===== config.mk =====
export PLATFORM = sky130hd
export DESIGN_NAME = sas_top
export DESIGN_NICKNAME = d
export VERILOG_FILES = /design/src/common/sas_pkg.sv /design/src/rtl/sas_sar_core.sv /design/src/rtl/sas_tad_gen.sv /design/src/rtl/sas_top.sv
export VERILOG_INCLUDE_DIRS = /design/src /design/src/common
export SDC_FILE = /design/constraint.sdc
export NUM_CORES = 1
export LEC_CHECK = 0
export ABC_AREA = 1
export BUFFER_PORTS_ARGS = -buffer_cell sky130_fd_sc_hd__buf_2
export CORE_ASPECT_RATIO = 0.5
export CORE_UTILIZATION = 34
export CTS_CLUSTER_DIAMETER = 200
export DETAILED_ROUTE_END_ITERATION = 7
export GPL_ROUTABILITY_DRIVEN = 0
export HOLD_SLACK_MARGIN = 0.08
export SETUP_SLACK_MARGIN = 0.4
export SLEW_MARGIN = 5
export SYNTH_ARGS = -nofsm -noshare
export SYNTH_HDL_FRONTEND = slang
export SYNTH_HIERARCHICAL = 1
export SYNTH_SLANG_ARGS = --single-unit
export TNS_END_PERCENT = 100

===== constraint.sdc =====
create_clock -name pclk -period 7.31 [get_ports pclk]
set_input_delay 1.0965 -clock pclk [delete_from_list [all_inputs] [get_ports pclk]]
set_output_delay 1.0965 -clock pclk [all_outputs]
set_load 0.005 [all_outputs]

===== src/common/sas_regs.svh =====
`ifndef SAS_REGS_SVH
`define SAS_REGS_SVH
// ********************
// register offsets
// ********************
`define SAS_OFS_CTL0    8'h00
`define SAS_OFS_CTL1    8'h04
`define SAS_OFS_CTL2    8'h08
`define SAS_OFS_RESH    8'h0C
`define SAS_OFS_RESL    8'h10
`define SAS_OFS_IRQ     8'h14
// ********************
// field positions
// ********************
`define SAS_CTL0_ON     0
`define SAS_CTL0_GO     1
`define SAS_CTL0_CH_LO  2
`define SAS_CTL0_CH_HI  5
`define SAS_CTL1_PC_LO  0
`define SAS_CTL1_PC_HI  3
`define SAS_CTL1_VPOS   4
`define SAS_CTL1_VNEG   5
`define SAS_CTL2_CS_LO  0
`define SAS_CTL2_CS_HI  2
`define SAS_CTL2_AQ_LO  3
`define SAS_CTL2_AQ_HI  5
`define SAS_CTL2_RJ     7
`define SAS_IRQ_FLAG    0
`define SAS_IRQ_EN      1
`define SAS_IRQ_GIE     2
// ********************
// reset values
// ********************
`define SAS_CTL0_RST    8'h00
`define SAS_CTL1_RST    8'h00
`define SAS_CTL2_RST    8'h00
`define SAS_IRQ_RST     3'h0
// ********************
// timing
// ********************
`define SAS_PCLK_NS     4
`define SAS_RC_TAD_NS   4000
`define SAS_RC_TAD_CYC  (`SAS_RC_TAD_NS / `SAS_PCLK_NS)
`define SAS_TCY_CYC     4
`define SAS_HOLD_TADS   5'h02
`define SAS_SAR_LAST    4'hA
`endif


===== src/common/sas_pkg.sv =====
package sas_pkg;
  typedef enum logic [1:0] {
    SAS_IDLE = 2'b00,
    SAS_ACQ  = 2'b01,
    SAS_CONV = 2'b10,
    SAS_HOLD = 2'b11
  } sas_state_t;

  typedef struct packed {
    logic       sample;
    logic       convert;
    logic [3:0] chan;
    logic       vref_pos_ext;
    logic       vref_neg_ext;
    logic [9:0] trial;
  } sas_afe_t;
endpackage


===== src/rtl/sas_sar_core.sv =====
`timescale 1ns/1ps
`include "sas_regs.svh"
module sas_sar_core (
  input  wire logic       pclk,    // device clock
  input  wire logic       presetn, // async reset
  input  wire logic       start,   // begin conversion
  input  wire logic       abort,   // drop conversion
  input  wire logic       tick,    // bit period tick
  input  wire logic       comp_hi, // input at or above trial
  output logic            done,    // one-cycle completion
  output logic [9:0]      trial,   // trial code to dac
  output logic [9:0]      result   // completed code
);
  logic [3:0] bitn, next_bitn;
  logic [9:0] next_trial, next_result;
  logic       busy, next_busy, next_done;

  always_comb begin
    next_bitn   = bitn;
    next_trial  = trial;
    next_result = result;
    next_busy   = busy;
    next_done   = 1'b0;
    if (abort) begin
      next_busy = 1'b0;
    end else if (start) begin
      next_busy  = 1'b1;
      next_bitn  = 4'h0;
      next_trial = 10'h200;
    end else if (busy && tick) begin
      next_bitn = bitn + 4'h1;
      if (bitn == `SAS_SAR_LAST) begin
        next_busy   = 1'b0;
        next_done   = 1'b1;
        next_result = trial;
      end else begin
        // keep or drop the bit under test, then try the next one
        if (!comp_hi)
          next_trial[4'h9 - bitn] = 1'b0;
        if (bitn != 4'h9)
          next_trial[4'h8 - bitn] = 1'b1;
      end
    end
  end

  always_ff @(posedge pclk or negedge presetn) begin
    if (!presetn) begin
      bitn   <= 4'h0;
      trial  <= 10'h000;
      result <= 10'h000;
      busy   <= 1'b0;
      done   <= 1'b0;
    end else begin
      bitn   <= next_bitn;
      trial  <= next_trial;
      result <= next_result;
      busy   <= next_busy;
      done   <= next_done;
    end
  end
endmodule // sas_sar_core


===== src/rtl/sas_tad_gen.sv =====
`timescale 1ns/1ps
`include "sas_regs.svh"
module sas_tad_gen (
  input  wire logic       pclk,    // device clock
  input  wire logic       presetn, // async reset
  input  wire logic       run,     // sequencer active
  input  wire logic       sleep,   // device in sleep
  input  wire logic [2:0] csel,    // clock select
  output logic            tick     // one bit period elapsed
);
  logic [9:0] cnt, next_cnt;
  logic [2:0] dly, next_dly;
  logic       next_tick;
  logic       rc;

  function automatic logic [9:0] tad_len(input logic [2:0] s);
    unique case (s)
      3'h0: tad_len = 10'h002;
      3'h1: tad_len = 10'h008;
      3'h2: tad_len = 10'h020;
      3'h4: tad_len = 10'h004;
      3'h5: tad_len = 10'h010;
      3'h6: tad_len = 10'h040;
      3'h3, 3'h7: tad_len = 10'(`SAS_RC_TAD_CYC);
    endcase
  endfunction

  assign rc = (csel[1:0] == 2'h3);

  always_comb begin
    next_tick = 1'b0;
    next_cnt  = cnt;
    next_dly  = dly;
    if (!run) begin
      next_cnt = 10'h000;
      // rc source starts one instruction cycle late
      next_dly = rc ? 3'(`SAS_TCY_CYC) : 3'h0;
    end else if (sleep && !rc) begin
      // device clock is stopped in sleep
    end else if (dly != 3'h0) begin
      next_dly = dly - 3'h1;
    end else if (cnt == tad_len(csel) - 10'h001) begin
      next_cnt  = 10'h000;
      next_tick = 1'b1;
    end else begin
      next_cnt = cnt + 10'h001;
    end
  end

  always_ff @(posedge pclk or negedge presetn) begin
    if (!presetn) begin
      cnt  <= 10'h000;
      dly  <= 3'h0;
      tick <= 1'b0;
    end else begin
      cnt  <= next_cnt;
      dly  <= next_dly;
      tick <= next_tick;
    end
  end
endmodule // sas_tad_gen


===== src/rtl/sas_top.sv =====
`timescale 1ns/1ps
`include "sas_regs.svh"
// ************************************************
// ************************************************
module sas_top (
  input  wire logic              pclk,            // 250 MHz clock
  input  wire logic              presetn,         // async reset
  input  wire logic              psel,            // apb select
  input  wire logic              penable,         // apb enable
  input  wire logic              pwrite,          // apb write
  input  wire logic [7:0]        paddr,           // apb address
  input  wire logic [31:0]       pwdata,          // apb write data
  output logic [31:0]            prdata,          // apb read data
  output logic                   pready,          // apb ready
  output logic                   pslverr,         // apb error
  input  wire logic              sleep,           // device in sleep
  input  wire logic              comp_hi,         // comparator result
  output sas_pkg::sas_afe_t      afe,             // analog front end
  output logic [11:0]            analog_pin_mask, // 1 = analog input
  output logic                   irq              // completion irq
);
  // ************************************************
  // state
  // ************************************************
  logic        on, go, vpos, vneg, rjust, flag, ien, global_irq_enable;
  logic [3:0]  chan, pcfg;
  logic [2:0]  acq, csel;
  logic        next_on, next_go, next_vpos, next_vneg, next_rjust;
  logic        next_flag, next_ien, next_gie;
  logic [3:0]  next_chan, next_pcfg;
  logic [2:0]  next_acq, next_csel;
  logic [31:0] next_prdata;
  logic        next_pready, next_pslverr, next_irq;
  logic [11:0] next_mask;
  logic [7:0]  res_h, res_l, next_res_h, next_res_l;
  sas_pkg::sas_state_t state, next_state;
  logic [4:0]  cnt, next_cnt;
  logic        sample, conv, next_sample, next_conv;
  logic        tick, done, start_conv, abort, wr, setup;
  logic [9:0]  trial, result;

  // ************************************************
  // helpers
  // ************************************************
  function automatic logic mapped(input logic [7:0] a);
    mapped = (a == `SAS_OFS_CTL0) || (a == `SAS_OFS_CTL1) ||
             (a == `SAS_OFS_CTL2) || (a == `SAS_OFS_RESH) ||
             (a == `SAS_OFS_RESL) || (a == `SAS_OFS_IRQ);
  endfunction

  function automatic logic [4:0] acq_tads(input logic [2:0] f);
    unique case (f)
      3'h0: acq_tads = 5'h00;
      3'h1: acq_tads = 5'h02;
      3'h2: acq_tads = 5'h04;
      3'h3: acq_tads = 5'h06;
      3'h4: acq_tads = 5'h08;
      3'h5: acq_tads = 5'h0C;
      3'h6: acq_tads = 5'h10;
      3'h7: acq_tads = 5'h14;
    endcase
  endfunction

  assign setup = psel && !penable;
  assign wr    = psel && penable && pready && pwrite && mapped(paddr);

  // ************************************************
  // register file and apb
  // ************************************************
  always_comb begin
    next_on      = on;
    next_go      = go;
    next_chan    = chan;
    next_vpos    = vpos;
    next_vneg    = vneg;
    next_pcfg    = pcfg;
    next_rjust   = rjust;
    next_acq     = acq;
    next_csel    = csel;
    next_flag    = flag;
    next_ien     = ien;
    next_gie     = global_irq_enable;
    next_prdata  = 32'h0000_0000;
    next_pready  = setup;
    next_pslverr = setup && !mapped(paddr);
    if (wr) begin
      unique case (paddr)
        `SAS_OFS_CTL0: begin
          next_on   = pwdata[`SAS_CTL0_ON];
          // go only arms on an already enabled converter
          next_go   = pwdata[`SAS_CTL0_GO] && on && pwdata[`SAS_CTL0_ON];
          next_chan = pwdata[`SAS_CTL0_CH_HI:`SAS_CTL0_CH_LO];
        end
        `SAS_OFS_CTL1: begin
          next_vpos = pwdata[`SAS_CTL1_VPOS];
          next_vneg = pwdata[`SAS_CTL1_VNEG];
          next_pcfg = pwdata[`SAS_CTL1_PC_HI:`SAS_CTL1_PC_LO];
        end
        `SAS_OFS_CTL2: begin
          next_rjust = pwdata[`SAS_CTL2_RJ];
          next_acq   = pwdata[`SAS_CTL2_AQ_HI:`SAS_CTL2_AQ_LO];
          next_csel  = pwdata[`SAS_CTL2_CS_HI:`SAS_CTL2_CS_LO];
        end
        `SAS_OFS_IRQ: begin
          next_flag = pwdata[`SAS_IRQ_FLAG];
          next_ien  = pwdata[`SAS_IRQ_EN];
          next_gie  = pwdata[`SAS_IRQ_GIE];
        end
        default: begin
        end
      endcase
    end
    if (done) begin
      next_go   = 1'b0;
      // set wins over a same-cycle software clear
      next_flag = 1'b1;
    end
    if (setup && !pwrite) begin
      unique case (paddr)
        // go alone reports progress; acquisition is invisible
        `SAS_OFS_CTL0: next_prdata[5:0] = {chan, go, on};
        `SAS_OFS_CTL1: next_prdata[5:0] = {vneg, vpos, pcfg};
        `SAS_OFS_CTL2: next_prdata[7:0] = {rjust, 1'b0, acq, csel};
        `SAS_OFS_RESH: next_prdata[7:0] = res_h;
        `SAS_OFS_RESL: next_prdata[7:0] = res_l;
        `SAS_OFS_IRQ:  next_prdata[2:0] = {global_irq_enable, ien, flag};
        default:       next_prdata = 32'h0000_0000;
      endcase
    end
    next_irq = next_flag && next_ien && next_gie;
  end

  // every control bit returns to its reset value
  always_ff @(posedge pclk or negedge presetn) begin
    if (!presetn) begin
      on      <= 1'(`SAS_CTL0_RST >> `SAS_CTL0_ON);
      go      <= 1'b0;
      chan    <= 4'h0;
      vpos    <= 1'b0;
      vneg    <= 1'b0;
      pcfg    <= 4'(`SAS_CTL1_RST >> `SAS_CTL1_PC_LO);
      rjust   <= 1'b0;
      acq     <= 3'(`SAS_CTL2_RST >> `SAS_CTL2_AQ_LO);
      csel    <= 3'h0;
      {global_irq_enable, ien, flag} <= `SAS_IRQ_RST;
      prdata  <= 32'h0000_0000;
      pready  <= 1'b0;
      pslverr <= 1'b0;
      irq     <= 1'b0;
    end else begin
      on      <= next_on;
      go      <= next_go;
      chan    <= next_chan;
      vpos    <= next_vpos;
      vneg    <= next_vneg;
      pcfg    <= next_pcfg;
      rjust   <= next_rjust;
      acq     <= next_acq;
      csel    <= next_csel;
      flag    <= next_flag;
      ien     <= next_ien;
      global_irq_enable     <= next_gie;
      prdata  <= next_prdata;
      pready  <= next_pready;
      pslverr <= next_pslverr;
      irq     <= next_irq;
    end
  end

  // ************************************************
  // result pair: no reset, contents undefined at power-on
  // ************************************************
  always_comb begin
    next_res_h = res_h;
    next_res_l = res_l;
    if (wr && paddr == `SAS_OFS_RESH)
      next_res_h = pwdata[7:0];
    if (wr && paddr == `SAS_OFS_RESL)
      next_res_l = pwdata[7:0];
    if (done) begin
      // an aborted conversion never reaches here
      if (rjust) begin
        next_res_h = {6'h00, result[9:8]};
        next_res_l = result[7:0];
      end else begin
        next_res_h = result[9:2];
        next_res_l = {result[1:0], 6'h00};
      end
    end
  end

  always_ff @(posedge pclk) begin
    res_h <= next_res_h;
    res_l <= next_res_l;
  end

  // ************************************************
  // sequencer
  // ************************************************
  always_comb begin
    next_state = state;
    next_cnt   = cnt;
    unique case (state)
      sas_pkg::SAS_IDLE: begin
        if (go) begin
          if (acq == 3'h0) begin
            next_state = sas_pkg::SAS_CONV;
          end else begin
            next_state = sas_pkg::SAS_ACQ;
            next_cnt   = acq_tads(acq);
          end
        end
      end
      sas_pkg::SAS_ACQ: begin
        if (!go) begin
          next_state = sas_pkg::SAS_HOLD;
          next_cnt   = `SAS_HOLD_TADS;
        end else if (tick) begin
          next_cnt = cnt - 5'h01;
          if (cnt == 5'h01)
            next_state = sas_pkg::SAS_CONV;
        end
      end
      sas_pkg::SAS_CONV: begin
        if (done || !go) begin
          next_state = sas_pkg::SAS_HOLD;
          next_cnt   = `SAS_HOLD_TADS;
        end
      end
      sas_pkg::SAS_HOLD: begin
        if (tick) begin
          next_cnt = cnt - 5'h01;
          if (cnt == 5'h01)
            next_state = sas_pkg::SAS_IDLE;
        end
      end
    endcase
    // switching off drops whatever is running
    if (!on)
      next_state = sas_pkg::SAS_IDLE;
    next_sample = next_on && (next_state == sas_pkg::SAS_IDLE ||
                              next_state == sas_pkg::SAS_ACQ);
    next_conv   = next_state == sas_pkg::SAS_CONV;
  end

  assign start_conv = (next_state == sas_pkg::SAS_CONV) &&
                      (state != sas_pkg::SAS_CONV);
  assign abort      = (state == sas_pkg::SAS_CONV) && !go;

  always_ff @(posedge pclk or negedge presetn) begin
    if (!presetn) begin
      state  <= sas_pkg::SAS_IDLE;
      cnt    <= 5'h00;
      sample <= 1'b0;
      conv   <= 1'b0;
    end else begin
      state  <= next_state;
      cnt    <= next_cnt;
      sample <= next_sample;
      conv   <= next_conv;
    end
  end

  // pin mode decode: higher codes turn top pins digital
  genvar gi;
  for (gi = 0; gi < 12; gi++) begin : g_pin
    assign next_mask[gi] = (5'(gi) + {1'b0, next_pcfg}) < 5'h0F;
    always_ff @(posedge pclk or negedge presetn) begin
      if (!presetn)
        analog_pin_mask[gi] <= 1'b1;
      else
        analog_pin_mask[gi] <= next_mask[gi];
    end
  end

  assign afe = '{sample, conv, chan, vpos, vneg, trial};

  // ************************************************
  // submodules
  // ************************************************
  sas_tad_gen u_tad (
    .pclk    (pclk),
    .presetn (presetn),
    .run     (state != sas_pkg::SAS_IDLE),
    .sleep   (sleep),
    .csel    (csel),
    .tick    (tick)
  );

  sas_sar_core u_sar (
    .pclk    (pclk),
    .presetn (presetn),
    .start   (start_conv),
    .abort   (abort),
    .tick    (tick),
    .comp_hi (comp_hi),
    .done    (done),
    .trial   (trial),
    .result  (result)
  );
endmodule // sas_top


After elaboration in Yosys (flattened, before gate mapping)
Memories as Yosys holds them, arrays and structs flattened.
Index checks and enable logic that the tools add are counted.

storage, ports and cells
  bits in registers = 134
  bits in latches = 0
  memory bits (writable) = 0
  ROM bits = 104
  input bits = 47
  output and inout port bits = 65
  word-level logic and storage cells = 240
  memories kept = 2

cells by class
  add/sub/neg operators = 18
  $mul = 0
  div/mod/pow operators = 0
  $lt $le $gt $ge = 16
  equal/unequal tests = 23
  shifts and indexed selects = 0
  multiplexer cells = 78
  bitwise gates (word level) = 5
  reductions and logical operators = 56

memory list
  name             depth  width  read ports  clocked after memory_dff  wr ports  line               text
  (no name shown)  8      9      1           0                         0         sas_tad_gen.sv:17  unique case (s)
  (no name shown)  8      4      1           0                         0         sas_top.sv:52      unique case (f)

operators by type and width
  cell                                                                  number
  10-bit two-way mux                                                    16
  8-bit two-way mux                                                     7
  5-bit by 4-bit < comparator with 1-bit output, second input constant  11
  1-bit two-way mux                                                     26
  5-bit two-way mux                                                     5
  3-bit by 4-bit adder with 5-bit output, first input constant          4
  4-bit by 4-bit adder with 5-bit output, first input constant          4
  1-bit logical AND                                                     20
  5-bit case mux with 4 select lines                                    1
  2-bit two-way mux                                                     9
  3-bit case mux with 6 select lines                                    1
  8-bit by 4-bit == test with 1-bit output, second input constant       2
  8-bit by 5-bit == test with 1-bit output, second input constant       2
  4-bit two-way mux                                                     4
  2-bit != test, second input constant                                  8
  2-bit AND reduction                                                   8
  3-bit case mux with 5 select lines                                    1
  3-bit two-way mux                                                     4
  2-bit nonzero test                                                    6
  10-bit by 1-bit adder with 10-bit output, second input constant       1
  2-bit by 4-bit adder with 5-bit output, first input constant          2
  10-bit bitwise AND                                                    1
  10-bit == test                                                        1
  4-bit by 5-bit < comparator with 1-bit output, second input constant  2
  28 further kinds                                                      50

Logic depth before layout (Yosys ltp)
  word-level depth = 17
  gate-level depth with buffers = 18
  gate-level depth less buffers = 18

Hierarchy
The synthesis kept the hierarchy.

by module, submodules not included
  module        instances  cells an instance  area an instance (um^2)  sequential area each (um^2)
  sas_top       1          458                3922.5                   1846.8
  sas_sar_core  1          197                1516.5                   650.6
  sas_tad_gen   1          181                1178.6                   350.3

Worst setup path after synthesis
OpenSTA, ideal clock, no wires.

  kind = input to register
  start = input paddr[7]
  end = register analog_pin_mask[7]
  library setup time = 72 ps
  arrival time = 2733 ps
  data required time = 7238 ps
  path slack = 4504 ps
  stages on the path = 14
  buffers on the path = 0
  path through = nor2_2 > nand2_4 > nor2_1 > nor2_1 > nand3_4 > nand3_2 > nand2_4 > inv_4 > ha_1 > nand3b_1 > nor2_1 > nand3_1 > nand2_1 > inv_1

on the way
  word-level cells in the longest chain between the ends = 10
  elaborated cells between the ends (all ways) = 16
  classes of those cells = add/sub: 1; order compare: 1; eq/ne: 5; mux: 2; reduce/logical: 7

ends and longest elaborated chain
  element                                                                      line            text
  start, declared                                                              sas_top.sv:11   input wire logic [7:0] paddr,
  8-bit by 3-bit == test with 1-bit output or 8-bit zero test (tied branches)  --
  1-bit logical OR (5 in series)                                               sas_top.sv:46   mapped = (a == `SAS_OFS_CTL0) || (a == `SAS_OFS_CTL1) ||
  1-bit logical AND                                                            sas_top.sv:65   assign wr = psel && penable && pready && pwrite && mapped(paddr);
  4-bit two-way mux *                                                          sas_top.sv:86   if (wr) begin
  via next_pcfg[0]                                                             sas_top.sv:30   logic [3:0] next_chan, next_pcfg;
  3-bit by 4-bit adder with 5-bit output *                                     sas_top.sv:267  assign next_mask[gi] = (5'(gi) + {1'b0, next_pcfg}) < 5'h0F;
  5-bit by 4-bit < comparator with 1-bit output *                              sas_top.sv:267
  via next_mask[7]                                                             sas_top.sv:34   logic [11:0] next_mask;
  end signal, assigned by index                                                sas_top.sv:272  analog_pin_mask[gi] <= next_mask[gi];
  end, declared                                                                sas_top.sv:19   output logic [11:0] analog_pin_mask,

Mark *: on every way through the listed nets, which the timed path passes. The rest lies on a longest branch.
A chain may end at the register's enable or synchronous reset.

Final worst setup path
  start = input paddr[7]
  end = register analog_pin_mask[3]

on the way
  word-level cells in the longest chain between the ends = 10
  elaborated cells between the ends (all ways) = 16
  classes of those cells = add/sub: 1; order compare: 1; eq/ne: 5; mux: 2; reduce/logical: 7

ends and longest elaborated chain
  element                                                                      line
  8-bit by 3-bit == test with 1-bit output or 8-bit zero test (tied branches)  --
  1-bit logical OR (5 in series)                                               sas_top.sv:46
  1-bit logical AND                                                            sas_top.sv:65
  4-bit two-way mux *                                                          sas_top.sv:86
  via next_pcfg[0]                                                             sas_top.sv:30
  2-bit by 4-bit adder with 5-bit output *                                     sas_top.sv:267
  5-bit by 4-bit < comparator with 1-bit output *                              sas_top.sv:267
  via next_mask[3]                                                             sas_top.sv:34

Marked as above.

==> results.md <==
- The flow ran to the end, and the final reports show no timing, DRC or antenna violations.
- Measured along the x axis, the die boundary spans 199.3 um.
- The routed layout has between 5000 and 6000 vias.
- Once detail routing completed, the nets flagged for antenna violations numbered 0.
- The area growth from synthesis to layout is 11.46%.
- The synthesized design spends more area on one cell type than any other, namely sky130_fd_sc_hd__dfrtp_1.
- The total power is about 1.7 mW.
- In this run the tightest slew margin relative to its limit is 0.2978.
- The initial antenna violation count is 0.
- The netlist uses 48 different library cells.
- Post-CTS timing repair inserted 0 buffers for setup.
- The type of element capturing the critical path is a flip-flop.
- In the global route stage, met2 resource usage came out at 0.2629.
- The fraction of registers with async set/reset is 0.8545.
- The total global routing track utilization is 0.1620.
- The floorplan step defined a die boundary enclosing between 0.02 and 0.025 mm^2.
- The maximum resistive drop on vdd is roughly 0.12 mV.
- The achievable frequency is ~0.3 GHz.
- In this run, the number of DRC markers left after iteration 0 of detailed routing was 383.
- The first-pass detailed-route iteration total is 5.
- The number of buffers added on ports is 63.
- In this run, synthesis inferred 16 flip-flops with an integrated enable.
- In this run the number of H-tree levels came out at 3.
- By area the synthesized netlist is led by sky130_fd_sc_hd__dfrtp_1 (31%), sky130_fd_sc_hd__nand2_1 (14%), sky130_fd_sc_hd__edfxtp_1 (7.3%).
- The number of sinks driven by the clock tree is 110.
- In the final layout, the share of cells above drive strength 1 is 0.1759.
- The most used routing layer in global routing is met2.
- The total placed instance area is slightly above 0.007 mm^2.
- The via count of the first global-routing pass is approximately 5200.
- After clock tree synthesis, the clock-pin slew on the worst setup and hold paths is roughly 0.080 ns.
- The critical path in this run is classified as in2reg.
- The layout filler cell count is between 1500 and 2000.
- The multi-input combinational cells in the finished layout cover a total of 0.003115 mm^2.
- Setup repair after global routing left no endpoint under its margin.
- The share of the synthesized area in the top cell type is 0.3101.
- The final layout net count is 960.
- Once placement completed, the tool counted placed cells totaling around 1100.
- The worst clock skew is around 0.0073 ns.
- Registers take about 0.0028 mm^2.
- The number of core rows is 35.
- In this design, the stage delay of the slowest critical-path cell is about 0.62 ns.
- The wire length of the first global-routing pass is roughly 26000 um.
- The worst hold-check slack is 0.4866 ns.
- The number of antenna diodes in the final layout is 0.
- The I/O pin count is 112.
- The worst path setup slack after routing is a little under 4 ns.
- The sequential share of the synthesized area is 0.4303.
- The insertion delay to the later sink of the worst-skew pair is 0.36 ns.
- The post-layout utilization of the core is 0.3935.
- The final global-route overflow total is 0.
- In the synthesized netlist the dominant register cell turns out to be sky130_fd_sc_hd__dfrtp_1.
- The post-cts repair resize count is 0.
- In this run the standard cell core region covers 0.01874 mm^2.
- Wires add up to about 15000 um.
- The max-slew violation count was 0.
- For this run, the number of standard cells in the final layout without fillers is approximately 1200.
- The synthesized design contains 110 register bits.
- The final standard cell area without fillers is around 0.0074 mm^2.
- Counting along the longest clock path gives a buffer depth of 2.
- Using the TritonRoute via totals, the vias-per-cell ratio works out to approximately 4.7.
- Traced cell by cell, the critical path runs through buf_2, nor2_2, nand2_4, nor2_1, nor2_1, nand3_4, nand2_8, nand2_4, nand2_4, inv_4, ha_1, inv_1, nand3_1, nand2_1, nor2_1, nand3_1, nand2_1, inv_1.
- The fraction of the cycle the final worst path needs is 0.4667.
- The average instance in the mapped netlist occupies between 7 and 8 um^2.
- For the worst setup path, the data arrival time is 3.70 ns.
- In this run the clock root is driven by a sky130_fd_sc_hd__clkbuf_16.
- The register-to-register setup slack is between 4 and 5 ns.
- Dividing the detail-routed wire length by the instance count gives approximately 13 um.
- Counting the buffers created by CTS gives 9.
- The total number of yosys warnings is 6.
- The total of endpoints with negative setup slack in the final report is 0.
- STA classifies the critical path startpoint as an input port.
- The pin count of the biggest net entering global routing is between 80 and 90.
- For met3 alone, demand over resource in global routing was 0.03881.
- Summed over all failing endpoints, the final setup total negative slack is 0 ns.
- For the pin with the worst max-slew slack, the measured transition is roughly 1.1 ns.
- From bottom edge to top edge, the die measures 100.7 um.
- The met1 capacity usage during global routing is 0.2185.
- The min-delay analysis places its worst path in the category reg2reg.
- Of all nets on the critical path, the largest fanout is 11.
- The post-synthesis cell count is 836.
- In the routed design, unresolved DRC markers number 0.
- The reported max-cap violation count is 0.
- The cell leakage power is 3.690 nW.
- The number of hold violations in the final report is 0.
- The quantity of hold-fixing buffers added after cts is 0.
- TritonCTS built the clock tree.
- The power per unit of standard cell area is ~220 mW/mm^2.
- Summed over all nets, the half-perimeter wirelength after detailed placement is approximately 11000 um.
- For this configuration, the core starts out at a cell density of 0.3531.
- The synthesized netlist occupies a cell area of between 0.006 and 0.007 mm^2.
- Timing analysis after detailed placement gives a worst setup slack of around 3.6 ns.
- Among all stages on the critical path, the largest delay is contributed by sky130_fd_sc_hd__nor2_1.
- For the worst setup path, the data required time is between 7 and 8 ns.
- The clock period could shrink to ~3.4 ns.
[area by class of cell]
cell class / instances / area share
clock buffer: 9 / 0.03053
clock inverter: 7 / 0.01425
inverter: 114 / 0.05869
multi-input combinational: 594 / 0.4224
sequential: 110 / 0.3861
tap: 259 / 0.04394
timing repair buffer: 64 / 0.04411
[worst paths after layout]
check / startpoint / to / depth (start not counted)
hold reg to reg: u_sar/result[2] / u_sar/result[2] / 2
min in group asynchronous: presetn / u_sar/bitn[0] / 1
max in group asynchronous: presetn / u_tad/cnt[4] / 2
setup reg to reg: state[1] / u_sar/trial[9] / 13
hold / removal: u_sar/result[2] / u_sar/result[2] / 2
setup / recovery: paddr[7] / analog_pin_mask[3] / 18
[state kept, by name, summed over array words and instances, names as in the netlist, 3 cells and up]
register and cells:
cnt 5, u_sar/bitn 4, acq 3, u_sar/trial 10, u_tad/dly 3, res_h 8, res_l 8, u_tad/cnt 10
csel 3, analog_pin_mask 12, chan 4, pcfg 4, u_sar/result 10, prdata 8
[critical path: cells and delay by family]
kind	cells	cell delay [ns]
and+or+nand+nor	13	1.97
buffers and inverters	4	0.34
adders and majority gates	1	0.26
[report_power, final]
part | switching [mW] | internal [mW]
clock network | 0.243 | 0.306
registers | 0.0772 | 0.689
logic | 0.213 | 0.129
total | 0.534 | 1.12
[metal layers]
layer,up-vias,wire [um]
li1,2778,-
met1,2560,7382
met2,126,7113
met3,12,841
met4,0,111
met5,-,0
[Yosys cell counts, types with 8 or more instances]
cell / count
sky130_fd_sc_hd__o21ai_0: 47
sky130_fd_sc_hd__edfxtp_1: 16
sky130_fd_sc_hd__nand4_1: 22
sky130_fd_sc_hd__inv_1: 100
sky130_fd_sc_hd__nor2_1: 50
sky130_fd_sc_hd__nor2_2: 11
sky130_fd_sc_hd__dfrtp_1: 82
sky130_fd_sc_hd__xor2_1: 8
sky130_fd_sc_hd__buf_4: 30
sky130_fd_sc_hd__nand2_1: 240
sky130_fd_sc_hd__o22ai_1: 14
sky130_fd_sc_hd__nand2_2: 19
sky130_fd_sc_hd__nand2_4: 8
sky130_fd_sc_hd__dfstp_2: 12
sky130_fd_sc_hd__nor3_1: 17
sky130_fd_sc_hd__nand3_1: 46
sky130_fd_sc_hd__inv_2: 10
sky130_fd_sc_hd__a21oi_1: 21
sky130_fd_sc_hd__ha_1: 20
[logic make-up after synthesis]
family	count (synthesis)	share of synthesized area
xor gates and xnor gates	8	0.01059
and+or+nand+nor	431	0.3061
buffers and inverters	155	0.1119
AOI/OAI and AO/OA	110	0.1010
DFF	110	0.4303
muxes	1	0.001702
other	1	0.0005667
adders and majority gates	20	0.03781
[cell usage in the layout, fill, tap and decap left out, types with 2 or more instances in the layout]
master                        n
sky130_fd_sc_hd__nand2_2     19
sky130_fd_sc_hd__dfstp_2     12
sky130_fd_sc_hd__inv_1      100
sky130_fd_sc_hd__a22o_1       4
sky130_fd_sc_hd__nor2_4       5
sky130_fd_sc_hd__o211ai_1     2
sky130_fd_sc_hd__nand4_1     22
sky130_fd_sc_hd__nand2_1    240
sky130_fd_sc_hd__o221ai_1     5
sky130_fd_sc_hd__nor2_2      11
sky130_fd_sc_hd__nor2_1      50
sky130_fd_sc_hd__nand3_1     46
sky130_fd_sc_hd__xor2_1       8
sky130_fd_sc_hd__clkinv_1     2
sky130_fd_sc_hd__dfrtp_1     82
sky130_fd_sc_hd__conb_1      24
sky130_fd_sc_hd__buf_4        2
sky130_fd_sc_hd__o21ai_0     47
sky130_fd_sc_hd__a21oi_1     21
sky130_fd_sc_hd__inv_2       10
sky130_fd_sc_hd__ha_1        20
sky130_fd_sc_hd__a31oi_1      2
sky130_fd_sc_hd__nand2_4      8
sky130_fd_sc_hd__nand3b_1     5
sky130_fd_sc_hd__clkinv_4     2
sky130_fd_sc_hd__nand3_2      3
sky130_fd_sc_hd__clkbuf_16    9
sky130_fd_sc_hd__o22ai_1     14
sky130_fd_sc_hd__inv_4        2
sky130_fd_sc_hd__nor3_1      17
sky130_fd_sc_hd__a211oi_1     5
sky130_fd_sc_hd__nand3_4      2
sky130_fd_sc_hd__buf_2       62
sky130_fd_sc_hd__bufinv_16    2
sky130_fd_sc_hd__edfxtp_1    16
sky130_fd_sc_hd__o21bai_1     2
No activity file was read; power rests on OpenSTA's default activity.
